`src/logic/dsp_pkg.sv`:
```
/*
  Shared constants for the double-data-rate memory physical layer.
  Assumes a single 20 MHz fabric clock and a memory clock of a quarter of it.
*/
`default_nettype none
package dsp_pkg;
  // ****************************************
  // Group layout
  // ****************************************
  localparam int GRP_W = 8;
  localparam int DATA_GRPS = 2;
  // One extra group carries the check bits
  // extra ECC group
  localparam int ECC_GRPS = 1;
  localparam int NGRP = DATA_GRPS + ECC_GRPS;
  localparam int DW = NGRP * GRP_W;
  localparam int AW = 13;

  // ****************************************
  // Memory clock quarter phases
  // ****************************************
  localparam logic [1:0] PH_CK_RISE = 2'h0;
  localparam logic [1:0] PH_ACC = 2'h1;
  localparam logic [1:0] PH_CK_FALL = 2'h2;
  localparam logic [1:0] PH_LAST = 2'h3;
  localparam logic [2:0] CMD_NOP = 3'h7;

  // ****************************************
  // Read strobe shift
  // ****************************************
  localparam int CLK_PERIOD_NS = 50;
  localparam int LINK_PERIOD_NS = 400;
  localparam int RD_SHIFT_NS = LINK_PERIOD_NS / 4;
  localparam int RD_SHIFT_RAW = (RD_SHIFT_NS + CLK_PERIOD_NS - 1) / CLK_PERIOD_NS;
  localparam int RD_SHIFT_CYC = (RD_SHIFT_RAW < 1) ? 1 : RD_SHIFT_RAW;

  typedef enum logic {DSP_IDLE, DSP_WR} dsp_state_e;
endpackage
`default_nettype wire

```
`src/logic/dsp_phy.sv`:
```
/*
  Physical layer between a memory controller and a DDR/DDR2 SDRAM
  or a burst-of-two/four quad-data-rate SRAM.
  Assumes strobes, echo clocks and read data arrive asynchronously;
  mode inputs are static and come from logic on ref_clk.
*/
// Functional notes
// - Commands and addresses launch for the rising edge, except the burst-of-two SRAM write address; data uses both edges.
// - Only the true strobe captures SDRAM reads; complementary strobe unused.
// - Wide memories are built from eight-bit groups, one per strobe.
// - Each group has one active-high write mask, driven during SDRAM writes.
// - Error correction adds one more group for check bits.
// - Commands and addresses launch from the falling memory clock edge, except the burst-of-two SRAM write address.
// - Memory clock from output registers; write strobe rises within a quarter.
// - Received strobe is delayed a quarter cycle to centre it in data.
// - Write strobe on zero phase, write data a quarter earlier.
// - SRAM reads and writes may proceed concurrently on separate ports.
// - Burst-of-two SRAM: read address for rising, write for falling edge.
// - Burst-of-four SRAM: both addresses sampled on the rising edge.
// - SRAM single-clock mode: input clock pair driven, output pair unused.
// - Echo clock output enables held off; never driven.
// - True echo clocks three capture registers, complementary echo the fourth.
// - SRAM write data from write clock; input clock a quarter later.
// - Every complementary clock is the inverse of its true clock.
`timescale 1ns/1ps
`default_nettype none
module dsp_phy (
  input wire logic ref_clk,
  input wire logic sys_rst,
  input wire logic sram_mode,
  input wire logic sram_burst4,
  input wire logic cmd_valid,
  output logic cmd_ready,
  input wire logic cmd_rd,
  input wire logic cmd_wr,
  input wire logic [2:0] cmd_code,
  input wire logic [dsp_pkg::AW-1:0] rd_addr,
  input wire logic [dsp_pkg::AW-1:0] wr_addr,
  input wire logic [dsp_pkg::DW-1:0] wr_lo,
  input wire logic [dsp_pkg::DW-1:0] wr_hi,
  input wire logic [dsp_pkg::NGRP-1:0] wr_mask_lo,
  input wire logic [dsp_pkg::NGRP-1:0] wr_mask_hi,
  output logic rd_valid,
  output logic [dsp_pkg::DW-1:0] rd_lo,
  output logic [dsp_pkg::DW-1:0] rd_hi,
  output logic mem_ck,
  output logic mem_ck_n,
  output logic [2:0] mem_cmd,
  output logic [dsp_pkg::AW-1:0] mem_addr,
  input wire logic [dsp_pkg::DW-1:0] dq_i,
  output logic [dsp_pkg::DW-1:0] dq_o,
  output logic dq_oe_n,
  output logic [dsp_pkg::NGRP-1:0] dm,
  input wire logic [dsp_pkg::NGRP-1:0] dqs_i,
  output logic [dsp_pkg::NGRP-1:0] dqs_o,
  output logic dqs_oe_n,
  output logic [dsp_pkg::DW-1:0] sram_d,
  output logic sram_k,
  output logic sram_k_n,
  input wire logic strobe_echo_true_pin_i,
  output logic strobe_echo_true_pin_o,
  output logic strobe_echo_true_pin_oe_n,
  input wire logic strobe_echo_comp_pin_i,
  output logic strobe_echo_comp_pin_o,
  output logic strobe_echo_comp_pin_oe_n
);
  import dsp_pkg::*;

  localparam int SW = NGRP + 2;
  localparam int EW = 2 * NGRP + 1;
  // Complement echo idles high; resetting to pin idle avoids a false edge
  localparam logic [SW-1:0] SYNC_IDLE = {1'b1, {(SW-1){1'b0}}};

  // ****************************************
  // Launch side
  // ****************************************
  logic [1:0] ph_r, ph_nxt;
  dsp_state_e st_r, st_nxt;
  logic [DW-1:0] wlo_r, wlo_nxt, whi_r, whi_nxt;
  logic [NGRP-1:0] mlo_r, mlo_nxt, mhi_r, mhi_nxt;
  logic [AW-1:0] wa_r, wa_nxt, addr_r, addr_nxt;
  logic wp_r, wp_nxt, ck_r, ck_nxt;
  logic [2:0] cmd_r, cmd_nxt;
  logic [DW-1:0] dq_r, dq_nxt, sd_r, sd_nxt;
  logic [NGRP-1:0] dm_r, dm_nxt, dqs_r, dqs_nxt;
  logic oe_n_r, oe_n_nxt;
  logic accept, wact, lo_beat;

  // Accept only one quarter before the falling memory edge
  assign cmd_ready = (ph_r == PH_ACC) && !sys_rst;
  assign accept = cmd_valid && cmd_ready;
  assign wact = (st_r == DSP_WR);
  assign lo_beat = (ph_nxt == PH_LAST) || (ph_nxt == PH_CK_RISE);

  // Next values of phase, commands and write pins
  always_comb begin
    ph_nxt = ph_r + 2'h1;
    st_nxt = st_r;
    wlo_nxt = wlo_r;
    whi_nxt = whi_r;
    mlo_nxt = mlo_r;
    mhi_nxt = mhi_r;
    wa_nxt = wa_r;
    wp_nxt = wp_r;
    cmd_nxt = cmd_r;
    addr_nxt = addr_r;
    ck_nxt = ph_nxt < PH_CK_FALL;
    if (accept && cmd_wr) begin
      st_nxt = DSP_WR;
    end else if (wact && ph_r == PH_ACC) begin
      st_nxt = DSP_IDLE;
    end
    if (accept) begin
      wlo_nxt = wr_lo;
      whi_nxt = wr_hi;
      mlo_nxt = wr_mask_lo;
      mhi_nxt = wr_mask_hi;
      wa_nxt = wr_addr;
    end
    if (ph_r == PH_ACC) begin
      cmd_nxt = CMD_NOP;
      if (accept) begin
        cmd_nxt = sram_mode ? {1'b1, ~cmd_wr, ~cmd_rd} : cmd_code;
        addr_nxt = cmd_rd ? rd_addr : wr_addr;
        wp_nxt = sram_mode && !sram_burst4 && cmd_wr;
      end
    end
    if (ph_r == PH_LAST && wp_r) begin
      addr_nxt = wa_r;
      wp_nxt = 1'b0;
    end
    dq_nxt = dq_r;
    sd_nxt = sd_r;
    dm_nxt = '0;
    dqs_nxt = '0;
    oe_n_nxt = 1'b1;
    if (wact) begin
      if (sram_mode) begin
        sd_nxt = lo_beat ? wlo_r : whi_r;
      end else begin
        dq_nxt = lo_beat ? wlo_r : whi_r;
        dm_nxt = lo_beat ? mlo_r : mhi_r;
        dqs_nxt = {NGRP{ph_nxt < PH_CK_FALL}};
        oe_n_nxt = 1'b0;
      end
    end
  end

  // Launch registers
  always_ff @(posedge ref_clk) begin
    if (sys_rst) begin
      ph_r <= PH_CK_RISE;
      st_r <= DSP_IDLE;
      wlo_r <= '0;
      whi_r <= '0;
      mlo_r <= '0;
      mhi_r <= '0;
      wa_r <= '0;
      wp_r <= 1'b0;
      cmd_r <= CMD_NOP;
      addr_r <= '0;
      ck_r <= 1'b0;
      dq_r <= '0;
      sd_r <= '0;
      dm_r <= '0;
      dqs_r <= '0;
      oe_n_r <= 1'b1;
    end else begin
      ph_r <= ph_nxt;
      st_r <= st_nxt;
      wlo_r <= wlo_nxt;
      whi_r <= whi_nxt;
      mlo_r <= mlo_nxt;
      mhi_r <= mhi_nxt;
      wa_r <= wa_nxt;
      wp_r <= wp_nxt;
      cmd_r <= cmd_nxt;
      addr_r <= addr_nxt;
      ck_r <= ck_nxt;
      dq_r <= dq_nxt;
      sd_r <= sd_nxt;
      dm_r <= dm_nxt;
      dqs_r <= dqs_nxt;
      oe_n_r <= oe_n_nxt;
    end
  end

  // Pin outputs
  // complements by inversion
  assign mem_ck = ck_r;
  assign mem_ck_n = ~ck_r;
  assign sram_k = ck_r;
  assign sram_k_n = ~ck_r;
  assign mem_cmd = cmd_r;
  assign mem_addr = addr_r;
  assign dq_o = dq_r;
  assign dq_oe_n = oe_n_r;
  assign dm = dm_r;
  assign dqs_o = dqs_r;
  assign dqs_oe_n = oe_n_r;
  assign sram_d = sd_r;
  assign strobe_echo_true_pin_o = 1'b0;
  assign strobe_echo_true_pin_oe_n = 1'b1;
  assign strobe_echo_comp_pin_o = 1'b0;
  assign strobe_echo_comp_pin_oe_n = 1'b1;

  // ****************************************
  // Read capture side
  // ****************************************
  logic [SW-1:0] s1_r, s2_r, s3_r;
  logic [DW-1:0] d1_r, d2_r;
  logic [EW-1:0] dl_r [RD_SHIFT_CYC];
  logic [EW-1:0] dl_nxt [RD_SHIFT_CYC];
  logic [NGRP-1:0] rise, fall, dr, df;
  logic crise, dc;
  logic [DW-1:0] a_r, a_nxt, b_r, b_nxt, lo_r, lo_nxt, hi_r, hi_nxt;
  logic vld_r, vld_nxt, hv_r, hv_nxt;

  // Edges per group; SDRAM sees only its true strobe
  always_comb begin
    for (int g = 0; g < NGRP; g++) begin
      rise[g] = sram_mode ? (s2_r[NGRP] && !s3_r[NGRP]) : (s2_r[g] && !s3_r[g]);
      fall[g] = sram_mode ? (!s2_r[NGRP] && s3_r[NGRP]) : (!s2_r[g] && s3_r[g]);
    end
    crise = s2_r[NGRP+1] && !s3_r[NGRP+1];
  end

  always_comb begin
    dl_nxt[0] = {crise, fall, rise};
    for (int i = 1; i < RD_SHIFT_CYC; i++) begin
      dl_nxt[i] = dl_r[i-1];
    end
  end

  assign dr = dl_r[RD_SHIFT_CYC-1][NGRP-1:0];
  assign df = dl_r[RD_SHIFT_CYC-1][2*NGRP-1:NGRP];
  assign dc = dl_r[RD_SHIFT_CYC-1][2*NGRP];

  // Capture; data sampled mid-eye since strobe edges trail data by RD_SHIFT_CYC cycles after the shared sync
  always_comb begin
    a_nxt = a_r;
    b_nxt = b_r;
    lo_nxt = lo_r;
    hi_nxt = hi_r;
    hv_nxt = hv_r;
    vld_nxt = 1'b0;
    if (sram_mode) begin
      if (dc) begin
        b_nxt = d2_r;
      end
      if (dr[0]) begin
        a_nxt = d2_r;
        lo_nxt = a_r;
        hi_nxt = b_r;
        vld_nxt = hv_r;
      end
      // Pair is complete once B has caught its word
      hv_nxt = dc ? 1'b1 : (dr[0] ? 1'b0 : hv_r);
    end else begin
      for (int g = 0; g < NGRP; g++) begin
        if (dr[g]) begin
          a_nxt[g*GRP_W +: GRP_W] = d2_r[g*GRP_W +: GRP_W];
        end
        if (df[g]) begin
          lo_nxt[g*GRP_W +: GRP_W] = a_r[g*GRP_W +: GRP_W];
          hi_nxt[g*GRP_W +: GRP_W] = d2_r[g*GRP_W +: GRP_W];
        end
      end
      vld_nxt = df[0];
    end
  end

  // Capture registers; first stage only feeds the second
  always_ff @(posedge ref_clk) begin
    if (sys_rst) begin
      s1_r <= SYNC_IDLE;
      s2_r <= SYNC_IDLE;
      s3_r <= SYNC_IDLE;
      d1_r <= '0;
      d2_r <= '0;
      for (int i = 0; i < RD_SHIFT_CYC; i++) begin
        dl_r[i] <= '0;
      end
      a_r <= '0;
      b_r <= '0;
      lo_r <= '0;
      hi_r <= '0;
      hv_r <= 1'b0;
      vld_r <= 1'b0;
    end else begin
      s1_r <= {strobe_echo_comp_pin_i, strobe_echo_true_pin_i, dqs_i};
      s2_r <= s1_r;
      s3_r <= s2_r;
      d1_r <= dq_i;
      d2_r <= d1_r;
      for (int i = 0; i < RD_SHIFT_CYC; i++) begin
        dl_r[i] <= dl_nxt[i];
      end
      a_r <= a_nxt;
      b_r <= b_nxt;
      lo_r <= lo_nxt;
      hi_r <= hi_nxt;
      hv_r <= hv_nxt;
      vld_r <= vld_nxt;
    end
  end

  assign rd_valid = vld_r;
  assign rd_lo = lo_r;
  assign rd_hi = hi_r;

  // ****************************************
  // Checks
  // ****************************************
  AST_CMD_EDGE: assert property (@(posedge ref_clk) disable iff (sys_rst)
    $changed(mem_cmd) |-> $past(ph_r) == PH_ACC)
    else $error("command changed off its launch phase");
  AST_ADDR_LAUNCH: assert property (@(posedge ref_clk) disable iff (sys_rst)
    $changed(mem_addr) |-> ($past(ph_r) == PH_ACC || $past(ph_r) == PH_LAST))
    else $error("address changed at an illegal phase");
  AST_B4_ADDR: assert property (@(posedge ref_clk) disable iff (sys_rst)
    sram_burst4 && $changed(mem_addr) |-> $past(ph_r) == PH_ACC)
    else $error("burst-of-four address not for rising edge");
  AST_DQS_CK: assert property (@(posedge ref_clk) disable iff (sys_rst)
    $rose(dqs_o[0]) |-> mem_ck && ph_r == PH_CK_RISE)
    else $error("write strobe rise not aligned to clock");
  AST_DQ_QUARTER: assert property (@(posedge ref_clk) disable iff (sys_rst)
    $changed(dq_o) |-> (ph_r == PH_LAST || ph_r == PH_ACC) && !dq_oe_n)
    else $error("write data moved off the quarter phase");
  AST_MASK_WR: assert property (@(posedge ref_clk) disable iff (sys_rst)
    (|dm) |-> !dq_oe_n && !sram_mode)
    else $error("mask driven outside an SDRAM write");
  AST_ECHO_OFF: assert property (@(posedge ref_clk) disable iff (sys_rst)
    strobe_echo_true_pin_oe_n && strobe_echo_comp_pin_oe_n)
    else $error("echo clock pin enabled");
  AST_INVERSE: assert property (@(posedge ref_clk) disable iff (sys_rst)
    mem_ck_n == ~mem_ck && sram_k_n == ~sram_k)
    else $error("complement clock not inverted");
  AST_K_SHIFT: assert property (@(posedge ref_clk) disable iff (sys_rst)
    $changed(sram_d) |-> ##1 $rose(sram_k) || $fell(sram_k))
    else $error("input clock not a quarter after write data");
  AST_RD_PULSE: assert property (@(posedge ref_clk) disable iff (sys_rst)
    rd_valid |=> !rd_valid)
    else $error("read valid longer than one cycle");
endmodule
`default_nettype wire

```
`config.mk`:
```
export PLATFORM = sky130hd
export DESIGN_NAME = dsp_phy
export DESIGN_NICKNAME = d
export VERILOG_FILES = /design/src/logic/dsp_pkg.sv /design/src/logic/dsp_phy.sv
export SDC_FILE = /design/constraint.sdc
export NUM_CORES = 1
export LEC_CHECK = 0
export BUFFER_PORTS_ARGS = -buffer_cell sky130_fd_sc_hd__clkbuf_2
export CORE_MARGIN = 8
export CORE_UTILIZATION = 45
export CTS_BUF_LIST = sky130_fd_sc_hd__clkbuf_8 sky130_fd_sc_hd__clkbuf_16
export CTS_CLUSTER_SIZE = 14
export DETAILED_ROUTE_END_ITERATION = 7
export PLACE_DENSITY = 0.68
export SETUP_SLACK_MARGIN = 0.15
export SKIP_LAST_GASP = 1
export SLEW_MARGIN = 20
export SYNTH_ARGS = -nofsm -noshare
export SYNTH_HDL_FRONTEND = slang
export SYNTH_SLANG_ARGS = --single-unit
export TNS_END_PERCENT = 50
```
`constraint.sdc`:
```
create_clock -name ref_clk -period 2.5 [get_ports ref_clk]
set_input_delay 0.5 -clock ref_clk [delete_from_list [all_inputs] [get_ports ref_clk]]
set_output_delay 0.5 -clock ref_clk [all_outputs]
set_load 0.02 [all_outputs]
```
# ---- After elaboration in Yosys (flattened, before gate mapping)
# Memories as Yosys holds them, arrays and structs flattened.
# Index checks and enable logic that the tools add are counted.
dict set report classes {
  reduce_logical 52
  div 0
  shifts 0
  bitwise_logic 7
  n_mul 0
  n_addsub 1
  n_eq_ne 4
  n_lt_le_gt_ge 1
  mux 41
}
# cell count
set op_table {}
lappend op_table {{two-way mux 24 bit} 7}
lappend op_table {{two-way mux 8 bit} 9}
lappend op_table {{two-way mux 13 bit} 4}
lappend op_table {{AND reduction 2 bit} 11}
lappend op_table {{nonzero test 2 bit} 9}
lappend op_table {{logical AND 1 bit} 16}
lappend op_table {{two-way mux 1 bit} 16}
lappend op_table {{two-way mux 7 bit} 2}
lappend op_table {{logical NOT 1 bit} 11}
lappend op_table {{two-way mux 3 bit} 3}
lappend op_table {{NOT 1 bit} 5}
lappend op_table {{== test 2 bit (second input constant)} 2}
lappend op_table {{OR reduction 2 bit} 2}
lappend op_table {{OR reduction 3 bit} 1}
lappend op_table {{adder 2 x 1 -> 2 bit (second input constant)} 1}
lappend op_table {{== test 2 x 1 -> 1 bit (second input constant)} 1}
lappend op_table {{logical NOT 2 bit} 1}
lappend op_table {{< comparator 2 bit (second input constant)} 1}
lappend op_table {{!= test 2 x 1 -> 1 bit (second input constant)} 1}
lappend op_table {{bitwise OR 1 bit} 2}
lappend op_table {{logical OR 1 bit} 1}
dict set report word_totals {
  latchBits 0
  memories 1
  ramBits 14
  romBits 0
  output_inout_bits 130
  regBits 302
  input_bits 119
  elab_cells 140
}
# memory depth word_bits read_ports rd_clocked_by_memory_dff write_ports line
set memory_table {}
lappend memory_table {dl_r 2 7 2 0 2 dsp_phy.sv:212} ;# logic [EW-1:0] dl_r [RD_SHIFT_CYC];

# ---- Logic depth before layout (Yosys ltp)
# Gate-level depths: netlist of the first run.
dict set report logic_depth {
  depth_word 6
  mapped_depth 8
  mapped_depth_nobuf 5
}

# ---- Least setup slack after synthesis of the first run
# No wires, ideal clock.
dict set report synth_timing {
  path_type {input to output}
  start {in sys_rst}
  end {out cmd_ready}
  setup_slack_ps 690
  n_path_buf 3
  arrival_time_ps 1310
  stages 4
  path_cell_list {buf_2 -> clkbuf_1 -> clkbuf_1 -> nor2b_1}
}
dict set report synth_via {
  elab_chain_cells 2
}
# element line
set synth_lines {}
lappend synth_lines {{start, declared} dsp_phy.sv:29} ;# input wire logic sys_rst,
lappend synth_lines {{logical NOT 1 bit} dsp_phy.sv:90} ;# assign cmd_ready = (ph_r == PH_ACC) && !sys_rst;
lappend synth_lines {{logical AND 1 bit} dsp_phy.sv:90}
lappend synth_lines {{end, declared} dsp_phy.sv:33} ;# output logic cmd_ready,
# No other way between the ends.

# ---- Final worst setup path of the first run
dict set report layout_timing {
  start {reg ph_r[0]}
  end {out cmd_ready}
}
dict set report layout_via {
  elab_chain_cells 2
}
# element line
set layout_lines {}
lappend layout_lines {{start, declared} dsp_phy.sv:77} ;# logic [1:0] ph_r, ph_nxt;
lappend layout_lines {{start signal, assigned} dsp_phy.sv:169} ;# ph_r <= ph_nxt;
lappend layout_lines {{== test 2 x 1 -> 1 bit} dsp_phy.sv:90}
lappend layout_lines {{logical AND 1 bit} dsp_phy.sv:90}
# No other way between the ends.

==> results of run 1 <==
layer usage:
| metal | GRT usage | vias up | wire [µm] |
|---|---|---|---|
| met5 | 0 | - | 38 |
| met4 | 0.0533 | 6 | 573 |
| met3 | 0.0505 | 43 | 1690 |
| met2 | 0.281 | 191 | 12400 |
| met1 | 0.203 | 3913 | 11900 |
| li1 | - | 4385 | - |
final cells by class:
type / instances / share of cell area
Sequential cell: 316 / 0.454
Timing Repair Buffer: 264 / 0.104
Clock buffer: 44 / 0.0726
Clock inverter: 17 / 0.0106
Multi-Input combinational cell: 772 / 0.328
Inverter: 2 / 0.000539
Tap cell: 330 / 0.0296
logic make-up (layout without fill, tap and decap cells):
group | Yosys count | after routing
flip-flops | 316 | 316
AO/OA/AOI/OAI | 161 | 161
adder cells (fa/ha/maj) | 2 | 2
other | 2 | 4
AND/OR/NAND/NOR | 508 | 508
XOR/XNOR | 1 | 1
multiplexers | 96 | 96
buffers and inverters | 100 | 327
power groups by stage:
stage               sequential, mW  clock [mW]  combinational [mW]
floorplan                     5.40           0               0.490
global placement              5.37           0               0.772
detailed placement            5.37           0               0.777
CTS                           5.26        5.18               0.780
global route                  5.28        5.38               0.839
finish                        5.26        5.05               0.770
flip-flops by register name (all words and copies together), names as in the netlist, 14 cells and up:
name / count
dl_r: 14
whi_r: 24
b_r: 24
rd_lo: 24
sram_d: 24
d2_r: 24
wlo_r: 24
a_r: 24
d1_r: 24
dq_o: 24
rd_hi: 24
repair_timing:
item | in CTS | in global routing
buffers inserted | 0 | 0
endpoints found under the hold margin | 0 | 0
endpoints found under the setup margin | 0 | 1
hold buffers | 0 | 0
gates resized for setup | 0 | 1
placed cells by master, fill, tap and decap left out, types with 3 or more instances in the layout:
cell,netlist,final
a211oi_1,72,72
a21oi_1,59,59
and2_1,3,3
buf_12,0,6
buf_4,10,14
clkbuf_16,0,36
clkbuf_2,0,242
clkbuf_8,0,9
clkinv_2,0,7
conb_1,2,4
dfxtp_1,316,316
inv_1,2,7
mux2_2,3,3
mux2i_1,91,91
nand2_1,227,227
nand2b_1,16,16
nand3b_1,57,57
nand4b_1,13,13
nor2_1,108,108
nor2b_1,70,69
o21ai_0,13,13
o21bai_1,3,3
o221ai_1,13,13
or2_2,5,5
or3b_2,3,3
critical path: cells and delay by family, from the launching register on:
| family | cells | cell delay [ps] |
|---|---|---|
| simple gates | 1 | 200 |
| fa+ha+maj | 1 | 330 |
| buf+inv | 1 | 200 |
| flops | 1 | 470 |
final timing paths:
path / start / endpoint / cells past startpoint
max reg2reg: ph_r[0] / mem_addr[6] / 4
min reg2reg: s3_r[4] / dl_r[0][6] / 1
min: wr_mask_hi[2] / mhi_r[2] / 3
max: ph_r[0] / cmd_ready / 3
==> summary.txt, run 1 <==
Run status
  • Status: completed

Synth
  • Syn avg cell area: 9.57 µm²
  • Most frequent cell after synthesis: dfxtp_1
  • Synth Area in Adders: 0.00220
  • Post-synth cell types: 34
  • Synth top area share: 0.557
  • Simple-gate share of the synthesized area: 0.216
  • Seq cells post-synth: 316
  • Post-synth top cells: dfxtp_1 (316), nand2_1 (227), nor2_1 (108)
  • Ys async rst share: 0
  • Synth Area in XOR/XNOR: 0.00242
  • Yosys warns: 0
  • Top cells by area, synth: dfxtp_1 (56%), mux2i_1 (8.0%), nand2_1 (7.5%)
  • Synth Instances: 1186
  • Mux cell area share after synthesis: 0.0872
  • Largest area contributor in the netlist: dfxtp_1
  • Most used DFF post-synth: dfxtp_1
  • Mapped Area: 0.0114 mm²
  • Post-synthesis sequential area ratio: 0.557
  • Number of synthesized flops with an enable pin: 0
  • Largest family of logic cells by synthesized area: simple AND/OR/NAND/NOR gates
  • Synth Area in Compound Gates: 0.0921

Critical path
  • Worst path required time: 2000 ps
  • R2r setup slk: 650 ps
  • Crit-path cells: ha_2 > nor2b_1 > clkbuf_2
  • Crit-path slowest cell: dfxtp_1
  • Critical path class: flip-flop to output port
  • Crit. End Element: output port
  • Max incr delay on CP: 470 ps
  • Crit path launch type: flip-flop
  • Crit-path max FO: 9
  • WP data arrival: 1710 ps

Final layout
  • Final Cell Area: 0.0139 mm²
  • Number of diodes: 0
  • Multi-input logic area: 0.00457 mm²
  • Register Area: 0.00633 mm²
  • Nets: 1512
  • Fillers: 2305
  • Fin cells: 1745
  • Area Growth Syn to Fin: 22.7%
  • Post-layout utilization of the core: 0.558
  • Ratio of cells with drive above 1 in the final layout: 0.238

STA
  • Top achievable clock speed: 453 MHz
  • Final period utilization: 0.884
  • Worst Hold Slack: 172 ps
  • Total negative slack: 0 ps
  • Worst slew margin: 0.529
  • Slew @ Worst Pin: 707 ps
  • Clk_skew: 19.5 ps
  • Min Tclk post-route: 2210 ps
  • Setup WS post-layout: 291 ps
  • Hold Fails Final Rpt: 0
  • Unrepaired setup endpoints after global routing: false
  • # setup viols final: 0
  • Slew Limit Fails: 0

Global route
  • Vias in the first global route: 8568
  • Pin count of the biggest net entering global routing: 117
  • Tot GR Track Use: 0.168
  • Initial antenna violation count: 3
  • Grt total ovfl: 0
  • First-pass GRT wire length: 43.0 mm

Clock tree
  • Total CTS buffers: 35
  • CTS tree: done
  • Root Buffer: clkbuf_16
  • H-tree depth reported by CTS: 2
  • Worst skew pair latency: 510 ps
  • Reg clk slew, reported paths: 60 ps
  • Clock Sinks: 316
  • Clock buffer depth: 3

Power
  • Logic pwr share: 0.069
  • Clock share of power: 0.456
  • Internal: 8.59 mW
  • Switching share of power: 0.225
  • Seq pwr share: 0.475
  • Peak supply drop: 0.000472 V
  • Switch Pwr: 2.50 mW
  • Static leakage: 5.96 nW
  • Total power: 11.1 mW
  • Pwr Density: 796 mW/mm²

Place
  • Placed cells: 1684
  • Worst slack, placed: 352 ps
  • Post-DP HPWL: 17.8 mm
  • Dpl cell area: 0.0128 mm²
  • Port Buffer Count: 244
  • GPL Wtd Cong: 0.750

Route
  • Vias per inst: 4.89
  • 1st-pass router iterations: 4
  • Initial DRC count: 527
  • Final antenna-violating net count: 0
  • DRC: 0
  • Total number of vias: 8538
  • WL/cell: 15.3 µm
  • DRT Wirelength: 26.6 mm

Floorplanning
  • Die Area: 0.0306 mm²
  • Starting Density: 0.455
  • Rows: 58
  • Core Region: 0.0250 mm²
  • Die Wd: 175 µm
  • I/O pin cnt: 249
  • Die Y: 175 µm

Flow run
  • Number of max-cap violations: 0

Worst hold path
  • HP Class: primary input to flip-flop
No activity file was read; power rests on OpenSTA's default activity.
==> inputs of run 2 (changes only) <==
- REMOVE_ABC_BUFFERS: default -> 1
==> summary.txt, run 2 (synthesized netlist as in run 1, its figures left out) <==
Run status
  • Status: completed

Critical path
  • Crit-path slowest cell: dfxtp_1
  • Critical path class: flip-flop to output port
  • Crit-path cells: ha_2 > nor2b_1 > clkbuf_2
  • Worst path required time: 2000 ps
  • Crit. End Element: output port
  • Max incr delay on CP: 470 ps
  • WP data arrival: 1660 ps
  • R2r setup slk: 400 ps
  • Crit-path max FO: 9
  • Crit path launch type: flip-flop

Global route
  • Initial antenna violation count: 1
  • Vias in the first global route: 8860
  • First-pass GRT wire length: 44.2 mm
  • Grt total ovfl: 0
  • Tot GR Track Use: 0.171
  • Pin count of the biggest net entering global routing: 81

Route
  • DRC: 0
  • 1st-pass router iterations: 4
  • WL/cell: 15.3 µm
  • DRT Wirelength: 26.8 mm
  • Vias per inst: 4.98
  • Final antenna-violating net count: 0
  • Initial DRC count: 489
  • Total number of vias: 8713

Clock tree
  • H-tree depth reported by CTS: 2
  • Hold_buf cts: 0
  • Root Buffer: clkbuf_16
  • Reg clk slew, reported paths: 60 ps
  • Total CTS buffers: 34
  • Clock buffer depth: 3
  • CTS tree: done
  • Worst skew pair latency: 490 ps
  • Clock Sinks: 316
  • Setup bufs post-CTS: 0

Floorplanning
  • Core Region: 0.0250 mm²
  • Die Wd: 175 µm
  • I/O pin cnt: 249
  • Starting Density: 0.455
  • Die Y: 175 µm
  • Die Area: 0.0306 mm²
  • Rows: 58

STA
  • Slew @ Worst Pin: 654 ps
  • Total negative slack: 0 ps
  • Min Tclk post-route: 2160 ps
  • Unrepaired setup endpoints after global routing: false
  • Clk_skew: 9.31 ps
  • # setup viols final: 0
  • Worst slew margin: 0.564
  • Slew Limit Fails: 0
  • Worst Hold Slack: 189 ps
  • Setup WS post-layout: 341 ps
  • Top achievable clock speed: 463 MHz
  • Hold Fails Final Rpt: 0
  • Final period utilization: 0.864

Power
  • Peak supply drop: 0.000547 V
  • Total power: 10.9 mW
  • Pwr Density: 783 mW/mm²
  • Static leakage: 5.99 nW

Final layout
  • Commonest non-fill, non-tap cell in the layout: dfxtp_1
  • Area Growth Syn to Fin: 22.8%
  • Nets: 1519
  • Ratio of cells with drive above 1 in the final layout: 0.238
  • Fin cells: 1750
  • Most frequent cells in the layout: dfxtp_1 (316), clkbuf_2 (242), nand2_1 (227)
  • Number of diodes: 0

Flow run
  • Number of max-cap violations: 0

Place
  • Worst slack, placed: 435 ps
  • Post-DP HPWL: 18.0 mm
  • GPL Wtd Cong: 0.805
  • Port Buffer Count: 244
  • Placed cells: 1692

Worst hold path
  • HP Class: primary input to flip-flop
run 2: layout make-up:
type,instances,area [µm²]
Multi-Input combinational cell,772,4570
Clock buffer,44,1020
Sequential cell,316,6330
Clock inverter,14,85.1
Fill cell,2288,11000
Inverter,2,7.51
Tap cell,330,413
Timing Repair Buffer,272,1520
run 2: worst paths after layout:
kind,from,end,depth (start not counted)
hold / removal,wr_lo[3],wlo_r[3],3
hold reg to reg,s3_r[4],dl_r[0][6],1
setup reg to reg,ph_r[0],dq_o[2],5
setup / recovery,ph_r[0],cmd_ready,3
run 2: report_power, final:
part / internal [mW] / total, mW / switching, mW
combinational: 0.353 / 0.792 / 0.439
clock: 2.96 / 4.85 / 1.89
sequential: 5.19 / 5.27 / 0.0817
run 2: worst max-delay path: cells and delay by family, from the launching register on:
| family | cells | cell delay (ps) |
|---|---|---|
| flip-flops | 1 | 470 |
| adder cells (fa/ha/maj) | 1 | 320 |
| buffers and inverters | 1 | 190 |
| AND/OR/NAND/NOR | 1 | 180 |
run 2: repair_timing:
action,CTS,global route
endpoints found under the setup margin,0,1
endpoints found under the hold margin,0,0
gates resized for setup,0,1
run 2: layer usage:
layer  vias to the layer above  global-route usage  wire (µm)
li1                       4392                   -          -
met1                      4044               0.217      12400
met2                       236               0.279      12100
met3                        39              0.0509       1820
met4                         2              0.0473        509
met5                         -                   0         15
run 2: through the flow:
| step | util | instance area [µm²] |
|---|---|---|
| after global routing | 0.558 | 13900 |
| after CTS | 0.558 | 13900 |
| final | 0.558 | 13900 |
| after floorplan | - | 10900 |
| after detailed placement | 0.514 | 12800 |
| after global placement | 0.514 | 12800 |
